File: config.mk
export PLATFORM = sky130hd
export DESIGN_NAME = eind_top
export DESIGN_NICKNAME = d
export VERILOG_FILES = /design/src/design/eind_pkg.sv /design/src/design/eind_top.sv
export VERILOG_INCLUDE_DIRS = /design/src /design/src/design
export SDC_FILE = /design/constraint.sdc
export NUM_CORES = 1
export LEC_CHECK = 0
export BUFFER_PORTS_ARGS = -buffer_cell sky130_fd_sc_hd__buf_2
export CORE_MARGIN = 3
export CORE_UTILIZATION = 60
export DETAILED_ROUTE_END_ITERATION = 16
export PLACE_DENSITY = 0.84
export SYNTH_ARGS = -nofsm -noshare
export SYNTH_HDL_FRONTEND = slang
export SYNTH_SLANG_ARGS = --single-unit
File: constraint.sdc
create_clock -name pclk -period 4.4 [get_ports pclk]
set_clock_uncertainty 0.1 [all_clocks]
set_input_delay 0.88 -clock pclk [delete_from_list [all_inputs] [get_ports pclk]]
set_output_delay 0.88 -clock pclk [all_outputs]
set_load 0.01 [all_outputs]
File: src/design/eind_consts.svh
// Constants for the external interrupt and NMI detection block.
// Assumes inclusion by bare name from the package and the top module.
`ifndef EIND_CONSTS_SVH
`define EIND_CONSTS_SVH

// ==========================================================================
// Register offsets (byte addresses, one aligned word each)
`define EIND_OFF_SEL      8'h00
`define EIND_OFF_FLAGS    8'h04
`define EIND_OFF_FCLR     8'h08
`define EIND_OFF_ENA      8'h0C
`define EIND_OFF_NMI_STS  8'h10
`define EIND_OFF_NMI_CLR  8'h14
`define EIND_OFF_PORTSEL  8'h18

// ==========================================================================
// Field positions and reset values
`define EIND_NMI_BIT      0
`define EIND_PFS_BIT      0
`define EIND_SEL_RST      32'h0000_0000
`define EIND_ENA_RST      32'h0000_0000
`define EIND_ONES         32'hFFFF_FFFF
`define EIND_ZERO         32'h0000_0000
`define EIND_NMI_CLR_RD   32'h0000_0001

// ==========================================================================
// Detection selector codes, high bit first
`define EIND_SEL_LOW      2'h0
`define EIND_SEL_HIGH     2'h1
`define EIND_SEL_RISE     2'h2
`define EIND_SEL_FALL     2'h3

// ==========================================================================
// Timing
`define EIND_MIN_PULSE_T  3
`define EIND_SYNC_STAGES  2

`endif

File: src/design/eind_pkg.sv
// Types for the external interrupt and NMI detection block.
// Assumes the constants header is on the include path.
`include "eind_consts.svh"

package eind_pkg;

    // ======================================================================
    // APB request and answer
    typedef struct packed {
        logic        psel;
        logic        penable;
        logic        pwrite;
        logic [7:0]  paddr;
        logic [31:0] pwdata;
    } eind_apb_req_t;

    typedef struct packed {
        logic        pready;
        logic        pslverr;
        logic [31:0] prdata;
    } eind_apb_rsp_t;

    // ======================================================================
    // Bus slave phase
    typedef enum logic [0:0] {
        EIND_BUS_WAIT = 1'b0,
        EIND_BUS_ACK  = 1'b1
    } eind_bus_state_t;

endpackage : eind_pkg

File: src/design/eind_top.sv
// External interrupt pin and NMI detection with APB register access.
// Assumes pins are asynchronous to pclk; stop_mode comes from pclk logic.
`timescale 1ns/1ps
`include "eind_consts.svh"

// Functional notes
// Two-bit selector per pin, sixteen pins filling one 32-bit register
// Selector codes: 00 low, 01 high, 10 rising, 11 falling
// Software leaves selectors of absent pins at zero
// Selected condition seen on a pin sets that pin's factor
// Read-only NMI flag at bit 0, resets 0, writes ignored
// NMI register bits 15:1 reserved, writes ignored
// Writing 0 to NMI clear bit clears factor; 1 does nothing
// NMI clear bit resets to 1 and always reads 1
// Inputs must last three clock cycles for reliable detection
// Level detection re-sets factor after clear while level persists
// NMI factor raised on falling edge of internal NMI signal
// In stop mode a low NMI level wakes the device
// NMI cannot be masked; a held factor always requests
// Port assigned away from NMI forces internal NMI high
// Reassigning port to NMI while input low raises NMI
// Software holds NMI input high while changing port assignment
// Software clears stale factors after changing detection selection
// Factors held regardless of enable; request only when enabled
// Writing 0 to factor clear bit clears it; reads return 1
// Read-only factor flag per pin set on detection
// Pins pass two synchroniser flops before detection
module eind_top #(
    parameter int NUM_PINS = 16
) (
    input  wire logic                   pclk,
    input  wire logic                   presetn,
    input  wire eind_pkg::eind_apb_req_t apb_req,
    output      eind_pkg::eind_apb_rsp_t apb_rsp,
    input  wire logic [NUM_PINS-1:0]    external_irq_pin,
    input  wire logic                   nonmaskable_input_pin,
    input  wire logic                   stop_mode,
    output      logic [NUM_PINS-1:0]    ext_irq_req,
    output      logic                   nmi_req,
    output      logic                   stop_wake
);

    // ======================================================================
    // Parameter check
    generate
        if (NUM_PINS < 1 || NUM_PINS > 16) begin : g_bad_pins
            $error("NUM_PINS must be 1 to 16");
        end
        if (`EIND_SYNC_STAGES != 2) begin : g_bad_sync
            $error("Synchroniser depth is fixed at two stages");
        end
    endgenerate

    localparam int SEL_W = 2 * NUM_PINS;
    localparam logic [NUM_PINS-1:0] PIN_IDLE = '1;
    localparam logic                NMI_IDLE = 1'b1;

    // ======================================================================
    // Declarations
    logic [NUM_PINS-1:0]      pin_meta;
    logic [NUM_PINS-1:0]      pin_sync;
    logic [NUM_PINS-1:0]      pin_prev;
    logic                     nmi_meta;
    logic                     nmi_sync;
    logic                     nmi_int;
    logic                     nmi_int_prev;
    logic [SEL_W-1:0]         detect_sel;
    logic [SEL_W-1:0]         next_detect_sel;
    logic [NUM_PINS-1:0]      enable_mask;
    logic [NUM_PINS-1:0]      next_enable_mask;
    logic                     port_function_select_bit;
    logic                     next_port_function_select_bit;
    logic [NUM_PINS-1:0]      factor_flags;
    logic [NUM_PINS-1:0]      next_factor_flags;
    logic                     nmi_detected_flag;
    logic                     next_nmi_detected_flag;
    logic [NUM_PINS-1:0]      pin_hit;
    logic [NUM_PINS-1:0]      clear_mask;
    logic                     nmi_hit;
    logic                     nmi_clear;
    logic [NUM_PINS-1:0]      next_ext_irq_req;
    logic                     next_nmi_req;
    logic                     next_stop_wake;
    eind_pkg::eind_bus_state_t bus_state;
    eind_pkg::eind_bus_state_t next_bus_state;
    logic [31:0]              next_prdata;
    logic                     next_pslverr;
    logic                     next_pready;
    logic [31:0]              rd_value;
    logic                     addr_hit;
    logic                     wr_go;
    logic [NUM_PINS-1:0]      next_pin_meta;
    logic [NUM_PINS-1:0]      next_pin_sync;
    logic [NUM_PINS-1:0]      next_pin_prev;
    logic                     next_nmi_meta;
    logic                     next_nmi_sync;
    logic                     next_nmi_int_prev;

    // ======================================================================
    // Pin synchronisers
    always_comb begin
        next_pin_meta     = external_irq_pin;
        next_pin_sync     = pin_meta;
        next_pin_prev     = pin_sync;
        next_nmi_meta     = nonmaskable_input_pin;
        next_nmi_sync     = nmi_meta;
        next_nmi_int_prev = nmi_int;
    end

    always_ff @(posedge pclk or negedge presetn) begin
        if (!presetn) begin
            pin_meta     <= PIN_IDLE;
            pin_sync     <= PIN_IDLE;
            pin_prev     <= PIN_IDLE;
            nmi_meta     <= NMI_IDLE;
            nmi_sync     <= NMI_IDLE;
            nmi_int_prev <= NMI_IDLE;
        end else begin
            pin_meta     <= next_pin_meta;
            pin_sync     <= next_pin_sync;
            pin_prev     <= next_pin_prev;
            nmi_meta     <= next_nmi_meta;
            nmi_sync     <= next_nmi_sync;
            nmi_int_prev <= next_nmi_int_prev;
        end
    end

    // ======================================================================
    // Internal NMI signal
    always_comb begin
        nmi_int = port_function_select_bit ? 1'b1 : nmi_sync;
    end

    // ======================================================================
    // Per-pin condition detection
    genvar gi;
    generate
        for (gi = 0; gi < NUM_PINS; gi++) begin : g_pin
            logic [1:0] sel;
            always_comb begin
                sel = {detect_sel[2*gi+1], detect_sel[2*gi]};
                case (sel)
                    `EIND_SEL_LOW:  pin_hit[gi] = ~pin_sync[gi];
                    `EIND_SEL_HIGH: pin_hit[gi] = pin_sync[gi];
                    `EIND_SEL_RISE:
                        pin_hit[gi] = pin_sync[gi] & ~pin_prev[gi];
                    default:
                        pin_hit[gi] = ~pin_sync[gi] & pin_prev[gi];
                endcase
            end
        end
    endgenerate

    // ======================================================================
    // NMI detection: falling edge normally, low level in stop mode
    always_comb begin
        nmi_hit = ~nmi_int & nmi_int_prev;
        if (stop_mode && !nmi_int) begin
            nmi_hit = 1'b1;
        end
    end

    // ======================================================================
    // Bus decode
    always_comb begin
        addr_hit = 1'b1;
        rd_value = `EIND_ZERO;
        if (apb_req.paddr == `EIND_OFF_SEL) begin
            rd_value[SEL_W-1:0] = detect_sel;
        end else if (apb_req.paddr == `EIND_OFF_FLAGS) begin
            rd_value[NUM_PINS-1:0] = factor_flags;
        end else if (apb_req.paddr == `EIND_OFF_FCLR) begin
            rd_value[NUM_PINS-1:0] = '1;
        end else if (apb_req.paddr == `EIND_OFF_ENA) begin
            rd_value[NUM_PINS-1:0] = enable_mask;
        end else if (apb_req.paddr == `EIND_OFF_NMI_STS) begin
            rd_value[`EIND_NMI_BIT] = nmi_detected_flag;
        end else if (apb_req.paddr == `EIND_OFF_NMI_CLR) begin
            rd_value = `EIND_NMI_CLR_RD;
        end else if (apb_req.paddr == `EIND_OFF_PORTSEL) begin
            rd_value[`EIND_PFS_BIT] = port_function_select_bit;
        end else begin
            addr_hit = 1'b0;
        end
        wr_go = apb_req.psel & apb_req.penable & apb_req.pwrite
              & (bus_state == eind_pkg::EIND_BUS_ACK)
              & addr_hit;
    end

    // ======================================================================
    // Bus slave: one wait state, answer from flops
    always_comb begin
        next_bus_state = bus_state;
        next_pready    = 1'b0;
        next_pslverr   = 1'b0;
        next_prdata    = apb_rsp.prdata;
        case (bus_state)
            eind_pkg::EIND_BUS_WAIT: begin
                if (apb_req.psel && apb_req.penable) begin
                    next_bus_state = eind_pkg::EIND_BUS_ACK;
                    next_pready    = 1'b1;
                    next_pslverr   = ~addr_hit;
                    next_prdata    = apb_req.pwrite ? `EIND_ZERO : rd_value;
                end
            end
            default: begin
                next_bus_state = eind_pkg::EIND_BUS_WAIT;
            end
        endcase
    end

    always_ff @(posedge pclk or negedge presetn) begin
        if (!presetn) begin
            bus_state       <= eind_pkg::EIND_BUS_WAIT;
            apb_rsp.pready  <= 1'b0;
            apb_rsp.pslverr <= 1'b0;
            apb_rsp.prdata  <= `EIND_ZERO;
        end else begin
            bus_state       <= next_bus_state;
            apb_rsp.pready  <= next_pready;
            apb_rsp.pslverr <= next_pslverr;
            apb_rsp.prdata  <= next_prdata;
        end
    end

    // ======================================================================
    // Software registers
    always_comb begin
        next_detect_sel               = detect_sel;
        next_enable_mask              = enable_mask;
        next_port_function_select_bit = port_function_select_bit;
        clear_mask                    = '0;
        nmi_clear                     = 1'b0;
        if (wr_go) begin
            if (apb_req.paddr == `EIND_OFF_SEL) begin
                next_detect_sel = apb_req.pwdata[SEL_W-1:0];
            end else if (apb_req.paddr == `EIND_OFF_FCLR) begin
                clear_mask = ~apb_req.pwdata[NUM_PINS-1:0];
            end else if (apb_req.paddr == `EIND_OFF_ENA) begin
                next_enable_mask = apb_req.pwdata[NUM_PINS-1:0];
            end else if (apb_req.paddr == `EIND_OFF_NMI_CLR) begin
                nmi_clear = ~apb_req.pwdata[`EIND_NMI_BIT];
            end else if (apb_req.paddr == `EIND_OFF_PORTSEL) begin
                next_port_function_select_bit =
                    apb_req.pwdata[`EIND_PFS_BIT];
            end
        end
    end

    always_ff @(posedge pclk or negedge presetn) begin
        if (!presetn) begin
            detect_sel               <= SEL_W'(`EIND_SEL_RST);
            enable_mask              <= NUM_PINS'(`EIND_ENA_RST);
            port_function_select_bit <= 1'b0;
        end else begin
            detect_sel               <= next_detect_sel;
            enable_mask              <= next_enable_mask;
            port_function_select_bit <= next_port_function_select_bit;
        end
    end

    // ======================================================================
    // Factor flags: set wins over clear
    always_comb begin
        next_factor_flags = (factor_flags & ~clear_mask) | pin_hit;
        next_nmi_detected_flag =
            (nmi_detected_flag & ~nmi_clear) | nmi_hit;
    end

    always_ff @(posedge pclk or negedge presetn) begin
        if (!presetn) begin
            factor_flags      <= '0;
            nmi_detected_flag <= 1'b0;
        end else begin
            factor_flags      <= next_factor_flags;
            nmi_detected_flag <= next_nmi_detected_flag;
        end
    end

    // ======================================================================
    // Request outputs
    always_comb begin
        next_ext_irq_req = next_factor_flags & next_enable_mask;
        next_nmi_req     = next_nmi_detected_flag;
        next_stop_wake   = stop_mode & ~nmi_int;
    end

    always_ff @(posedge pclk or negedge presetn) begin
        if (!presetn) begin
            ext_irq_req <= '0;
            nmi_req     <= 1'b0;
            stop_wake   <= 1'b0;
        end else begin
            ext_irq_req <= next_ext_irq_req;
            nmi_req     <= next_nmi_req;
            stop_wake   <= next_stop_wake;
        end
    end

endmodule : eind_top

# == Word level (Yosys, flattened, before mapping) ==
# Index checks and enable logic that the tools add are counted.
# totals
ff_bits,168
in_bits,63
output_inout_bits,52
# classes
n_eq_ne,38
n_mux,49
n_bitwise,86
n_reduce_logical,23
# op_table
operator,count
$mux 16,10
$mux 32,2
$pmux 1 s3,16
$not 1->1,41
$and 1x1->1,39
$and 16x16->16,2
$eq 2x1->1 const B,16
$eq 2x2->1 const B,16
$logic_not 2->1,16
$not 16->16,2
$eq 8x5->1 const B,3
$mux 1,21
$eq 8x4->1 const B,2
$or 16x16->16,1
$eq 8x3->1 const B,1
$logic_not 8->1,1
$reduce_and 6->1,1
$reduce_and 2->1,2
$logic_and 1x1->1,2
$logic_not 1->1,1
$or 1x1->1,1

# == Longest topological paths before layout ==
# depth
depth_word,14
depth_mapped,6
ltp_nobuf,4

# == Least setup slack after synthesis ==
# Ideal clock, no wire load.
# synth_path
path_kind,input -> register
start,input apb_req[39] (netlist name)
end,register detect_sel[22]
setup_time_ps,125
arrival_time_ps,2522
setup_slack_ps,1654
stages,5
path_buffers,1
cell_sequence,or4_4 > or3_1 > nor2_4 > buf_4 > mux2_2
# synth_via
elab_chain_len,10
elab_cells_between_ends,16
classes_between,eq/ne (6); mux (7); bitwise (1); reduce/logical (2)
# synth_lines
element,line,rtl
start: declaration,eind_top.sv:33,"input wire eind_pkg::eind_apb_req_t apb_req,"
$eq 8x5->1 (no line),--,
$mux 1,eind_top.sv:180,end else if (apb_req.paddr == `EIND_OFF_PORTSEL) begin
$mux 1,eind_top.sv:178,end else if (apb_req.paddr == `EIND_OFF_NMI_CLR) begin
$mux 1,eind_top.sv:176,end else if (apb_req.paddr == `EIND_OFF_NMI_STS) begin
$mux 1,eind_top.sv:174,end else if (apb_req.paddr == `EIND_OFF_ENA) begin
$mux 1,eind_top.sv:172,end else if (apb_req.paddr == `EIND_OFF_FCLR) begin
$mux 1,eind_top.sv:170,end else if (apb_req.paddr == `EIND_OFF_FLAGS) begin
$mux 1,eind_top.sv:168,if (apb_req.paddr == `EIND_OFF_SEL) begin
$and 1x1->1,eind_top.sv:187,& addr_hit;
$reduce_and 2->1 (no line) *,--,
end signal: assignment,eind_top.sv:252,detect_sel <= SEL_W'(`EIND_SEL_RST);
end signal: assignment,eind_top.sv:256,detect_sel <= next_detect_sel;
end: declaration,eind_top.sv:67,logic [SEL_W-1:0] detect_sel;
# Mark *: on every way between the ends. The rest lies on a longest branch, timed or not.
# A chain may end at the register's enable or synchronous reset.

# == Worst setup path after layout ==
# layout_path
start,input apb_req[39] (netlist name)
end,register factor_flags[15]
# layout_via
elab_chain_len,13
elab_cells_between_ends,21
classes_between,eq/ne (6); mux (10); bitwise (4); reduce/logical (1)
# layout_lines
element,line,rtl
$eq 8x5->1 (no line),--,
$mux 1,eind_top.sv:180,
$mux 1,eind_top.sv:178,
$mux 1,eind_top.sv:176,
$mux 1,eind_top.sv:174,
$mux 1,eind_top.sv:172,
$mux 1,eind_top.sv:170,
$mux 1,eind_top.sv:168,
$and 1x1->1,eind_top.sv:187,
$mux 16 *,eind_top.sv:234,if (wr_go) begin
$not 16->16 *,eind_top.sv:265,next_factor_flags = (factor_flags & ~clear_mask) | pin_hit;
$and 16x16->16 *,eind_top.sv:265,
$or 16x16->16 *,eind_top.sv:265,
named net next_factor_flags[15],eind_top.sv:74,logic [NUM_PINS-1:0] next_factor_flags;
end signal: assignment,eind_top.sv:275,factor_flags <= next_factor_flags;
end: declaration,eind_top.sv:73,logic [NUM_PINS-1:0] factor_flags;
# Mark *: on every way through the listed nets, which the timed path passes. The rest lies on a longest branch.

==> results <==
- Entering global routing, the biggest net connects between 70 and 80 pins.
- The number of max-slew violations in the final report is 0.
- The count of cells in the finished layout, fillers not included, comes to 781.
- The library cells used most frequently in the layout, excluding fill and tap cells, are 117 x dfrtp_1, 113 x buf_2, 64 x mux2_2.
- The total I/O pin count is between 100 and 150.
- The post-synthesis register bit count is 168.
- The root cell of the clock tree is clkbuf_16.
- The type of destination of the critical path is a flop.
- The instance area after placement is around 0.0076 mm^2.
- Setup repair after global routing left no endpoint under its margin.
- In this run the post-CTS setup repair buffer count came out at 0.
- The number of antenna violations at the first check in global routing came to 0.
- Summed over all cells, the static leakage comes to 3.69 nW.
- The core area is 0.0111 mm^2.
- Summing the areas of all compound-gate instances in the mapped netlist gives between 10% and 20% of the synthesized area.
- The power per cell area is 399 mW/mm^2.
- Cells fill between 70 and 80% of the core in the end.
- After layout, the worst setup slack is 1.41 ns.
- The worst setup path is launched from a primary input.
- The first global-routing pass estimated between 20000 and 30000 um of wire.
- The iteration count of the initial detailed-routing pass is 4.
- The area growth from synthesis to layout is 18.2%.
- The filler cells instantiated in the layout total between 700 and 800.
- Using the TritonRoute via totals, the vias-per-cell ratio works out to approximately 6.
- In the synthesized netlist, mux cells make up 10.5% of the area.
- The share of cells above drive strength 1 is 48.8%.
- The die boundary height is 114 um.
- For the worst setup path, the data required time is around 4.6 ns.
- The worst min-delay path category is flop to flop.
- Data arrives at the worst endpoint at 3.18 ns.
- The flow ran to the end, and the final reports show no timing, DRC or antenna violations.
- The cell area that synthesis handed to floorplanning was 0.00696 mm^2.
- The top fanout value on the critical path is 32.
- The final critical path takes up between 60% and 70% of the cycle.
- After the last flow step, the layout net total stands at 691.
- After detailed placement, the design holds a cell count of ~750.
- The mean area per synthesized cell is roughly 14 um^2.
- Setup violations remaining at the end of the flow were counted as 0.
- The clock net in this run drives a total of 168 sinks.
- For the pin with the worst max-slew slack, the measured transition is 1.25 ns.
- The simple-gate share of the synthesized area is about a tenth.
- The die covers 0.0129 mm^2.
- The count of nets left with antenna violations once routing finished came out at 0.
- The row count is 38.
- The maximum vdd ir drop is around 0.00036 V.
- The count of final hold-check violations came to 0.
- Summed over all nets, the half-perimeter wirelength after detailed placement is about 9700 um.
- The average routed wire per standard cell is slightly below 20 um.
- The H-tree generated during clock tree synthesis spans 4 levels.
- Synthesis handed over a netlist of between 500 and 600 instances.
- The library cell used most frequently in the layout, excluding fill and tap cells, is dfrtp_1.
- The post-synthesis net count is between 500 and 600.
- Global routing finished with a remaining overflow of 0.
- The final design instance area without fill is a little over 0.008 mm^2.
- During synthesis, Yosys emitted a total of 0 warnings.
- The aggregate negative setup slack is 0 ns.
- Sequential elements use between 60% and 70% of the synthesized area.
- The number of distinct library cells after synthesis is 40.
- The largest family of logic cells by synthesized area is compound AO/OA/AOI/OAI gates.
- Across every metal layer, demand over resource in global routing totals between 20% and 30%.
- The number of global-route vias before repair was between 5000 and 6000.
- The total routed wirelength is ~15000 um.
- In this run the tightest slew margin relative to its limit is between 15 and 20%.
- Timing analysis after detailed placement gives a worst setup slack of just under 1 ns.
- Across the run, the number of max-cap violations was 0.
- Post-CTS repair changed the size of 0 cells.
- After clock tree synthesis, the clock-pin slew on the worst setup and hold paths is around 0.060 ns.
- The detailed router finished its first iteration with slightly above 300 violations.
- In this run, post-CTS hold repair placed 0 buffers.
- For this configuration, the core starts out at a cell density of 62.9%.
- The floorplan step set the die width to between 100 and 150 um.
- The deepest clock path buffer count is 2.
- The count of vias placed by the detailed router is ~4800.
- During placement, the flow inserted port buffers numbering about 110.
- The kind of critical path is primary input to flop.
- The total power after layout is roughly 3.3 mW.
- The clock reaches the later pin of the worst-skew pair after 0.42 ns.
- TritonCTS built the clock tree.
- The number of inserted diodes is 0.
- The routed design could run at a clock period as short as around 3 ns.
- The adder and majority gate portion of the synthesized area is 0%.
- Static timing analysis puts the maximum clock frequency at between 300 and 400 MHz.
- Counting the buffers created by CTS gives 17.
- At the end of routability-driven placement, the weighted congestion stood at between 0.7 and 0.8.
- The number of design rule violations left after detail routing is 0.
- The xor and xnor fraction of the mapped netlist area is 0%.
- The worst slack on hold paths is between 0.2 and 0.3 ns.
[cell type report]
class | instances | area [um^2] | area share [%]
multi-input cells | 317 | 2530 | 30.8
flip-flops and latches | 168 | 4270 | 51.8
repair buffers | 121 | 629 | 7.64
clock inverters | 10 | 143 | 1.73
inverters | 3 | 11.3 | 0.137
clock buffers | 22 | 474 | 5.76
well taps | 140 | 175 | 2.13
[where the power goes]
| group | internal (mW) | switching [mW] |
|---|---|---|
| Combinational | 0.0546 | 0.0957 |
| Clock | 0.939 | 0.587 |
| Sequential | 1.59 | 0.0164 |
| Total | 2.59 | 0.699 |
[Yosys cell counts (all sizes together)]
master,count,area [um^2]
dfrtp,117,2930
mux2,65,732
dfstp,51,1340
nand2b,34,213
o22ai,32,200
o31ai,31,283
nor2,21,86.3
nand2,18,67.6
buf,17,124
a211oi,16,120
a22o,16,140
a32oi,16,140
o21ba,16,160
nand3,15,75.1
or3b,15,131
clkbuf,10,37.5
nand3b,4,30.0
nor3,3,26.3
or3,3,23.8
inv,2,7.51
o21ai,2,10.0
or2,2,12.5
or4,2,18.8
a21boi,1,7.51
a311oi,1,8.76
a32o,1,10.0
clkinv,1,3.75
nand4,1,6.26
nor4,1,12.5
o41ai,1,8.76
[metal layers]
| layer | GRT usage [%] | vias to the layer above | wire, um |
|---|---|---|---|
| met5 | 0 | - | 0 |
| met4 | 9.13 | 0 | 227 |
| met3 | 7.00 | 22 | 913 |
| met2 | 42.1 | 153 | 7810 |
| met1 | 30.8 | 2456 | 6320 |
| li1 | - | 2164 | - |
[worst max-delay path: stages]
cell	delay (ns)
buf_2	0.10
or4_4	0.57
or4_1	1.07
o31ai_1	0.44
nand2b_1	0.12
[state kept, by name, indices dropped and copies added, names as in the netlist]
| signal | flops |
|---|---|
| port_function_select_bit | 1 |
| stop_wake | 1 |
| enable_mask | 16 |
| ext_irq_req | 16 |
| detect_sel | 32 |
| nmi_req | 1 |
| next_pin_sync | 16 |
| pin_prev | 16 |
| factor_flags | 16 |
| next_nmi_sync | 1 |
| nmi_int_prev | 1 |
| next_pin_prev | 16 |
| nmi_sync | 1 |
| apb_rsp | 33 |
| bus_state | 1 |
[path summary, 6_finish.rpt]
path | from | end | slack, ns | cells past startpoint
setup / recovery | apb_req[39] | factor_flags[15] | 1.41 | 5
hold / removal | next_pin_sync[7] | next_pin_prev[7] | 0.26 | 0
setup reg to reg | bus_state | factor_flags[15] | 2.06 | 4
hold reg to reg | next_pin_sync[7] | next_pin_prev[7] | 0.26 | 0
max in group asynchronous | presetn | next_pin_prev[4] | 2.88 | 2
min in group asynchronous | presetn | stop_wake | 0.36 | 1
[cell families after synthesis]
group | count (synthesis)
flip-flops | 168
AO/OA/AOI/OAI | 133
AND/OR/NAND/NOR | 119
multiplexers | 65
buffers and inverters | 30
Power figures use the tool's default switching activity.
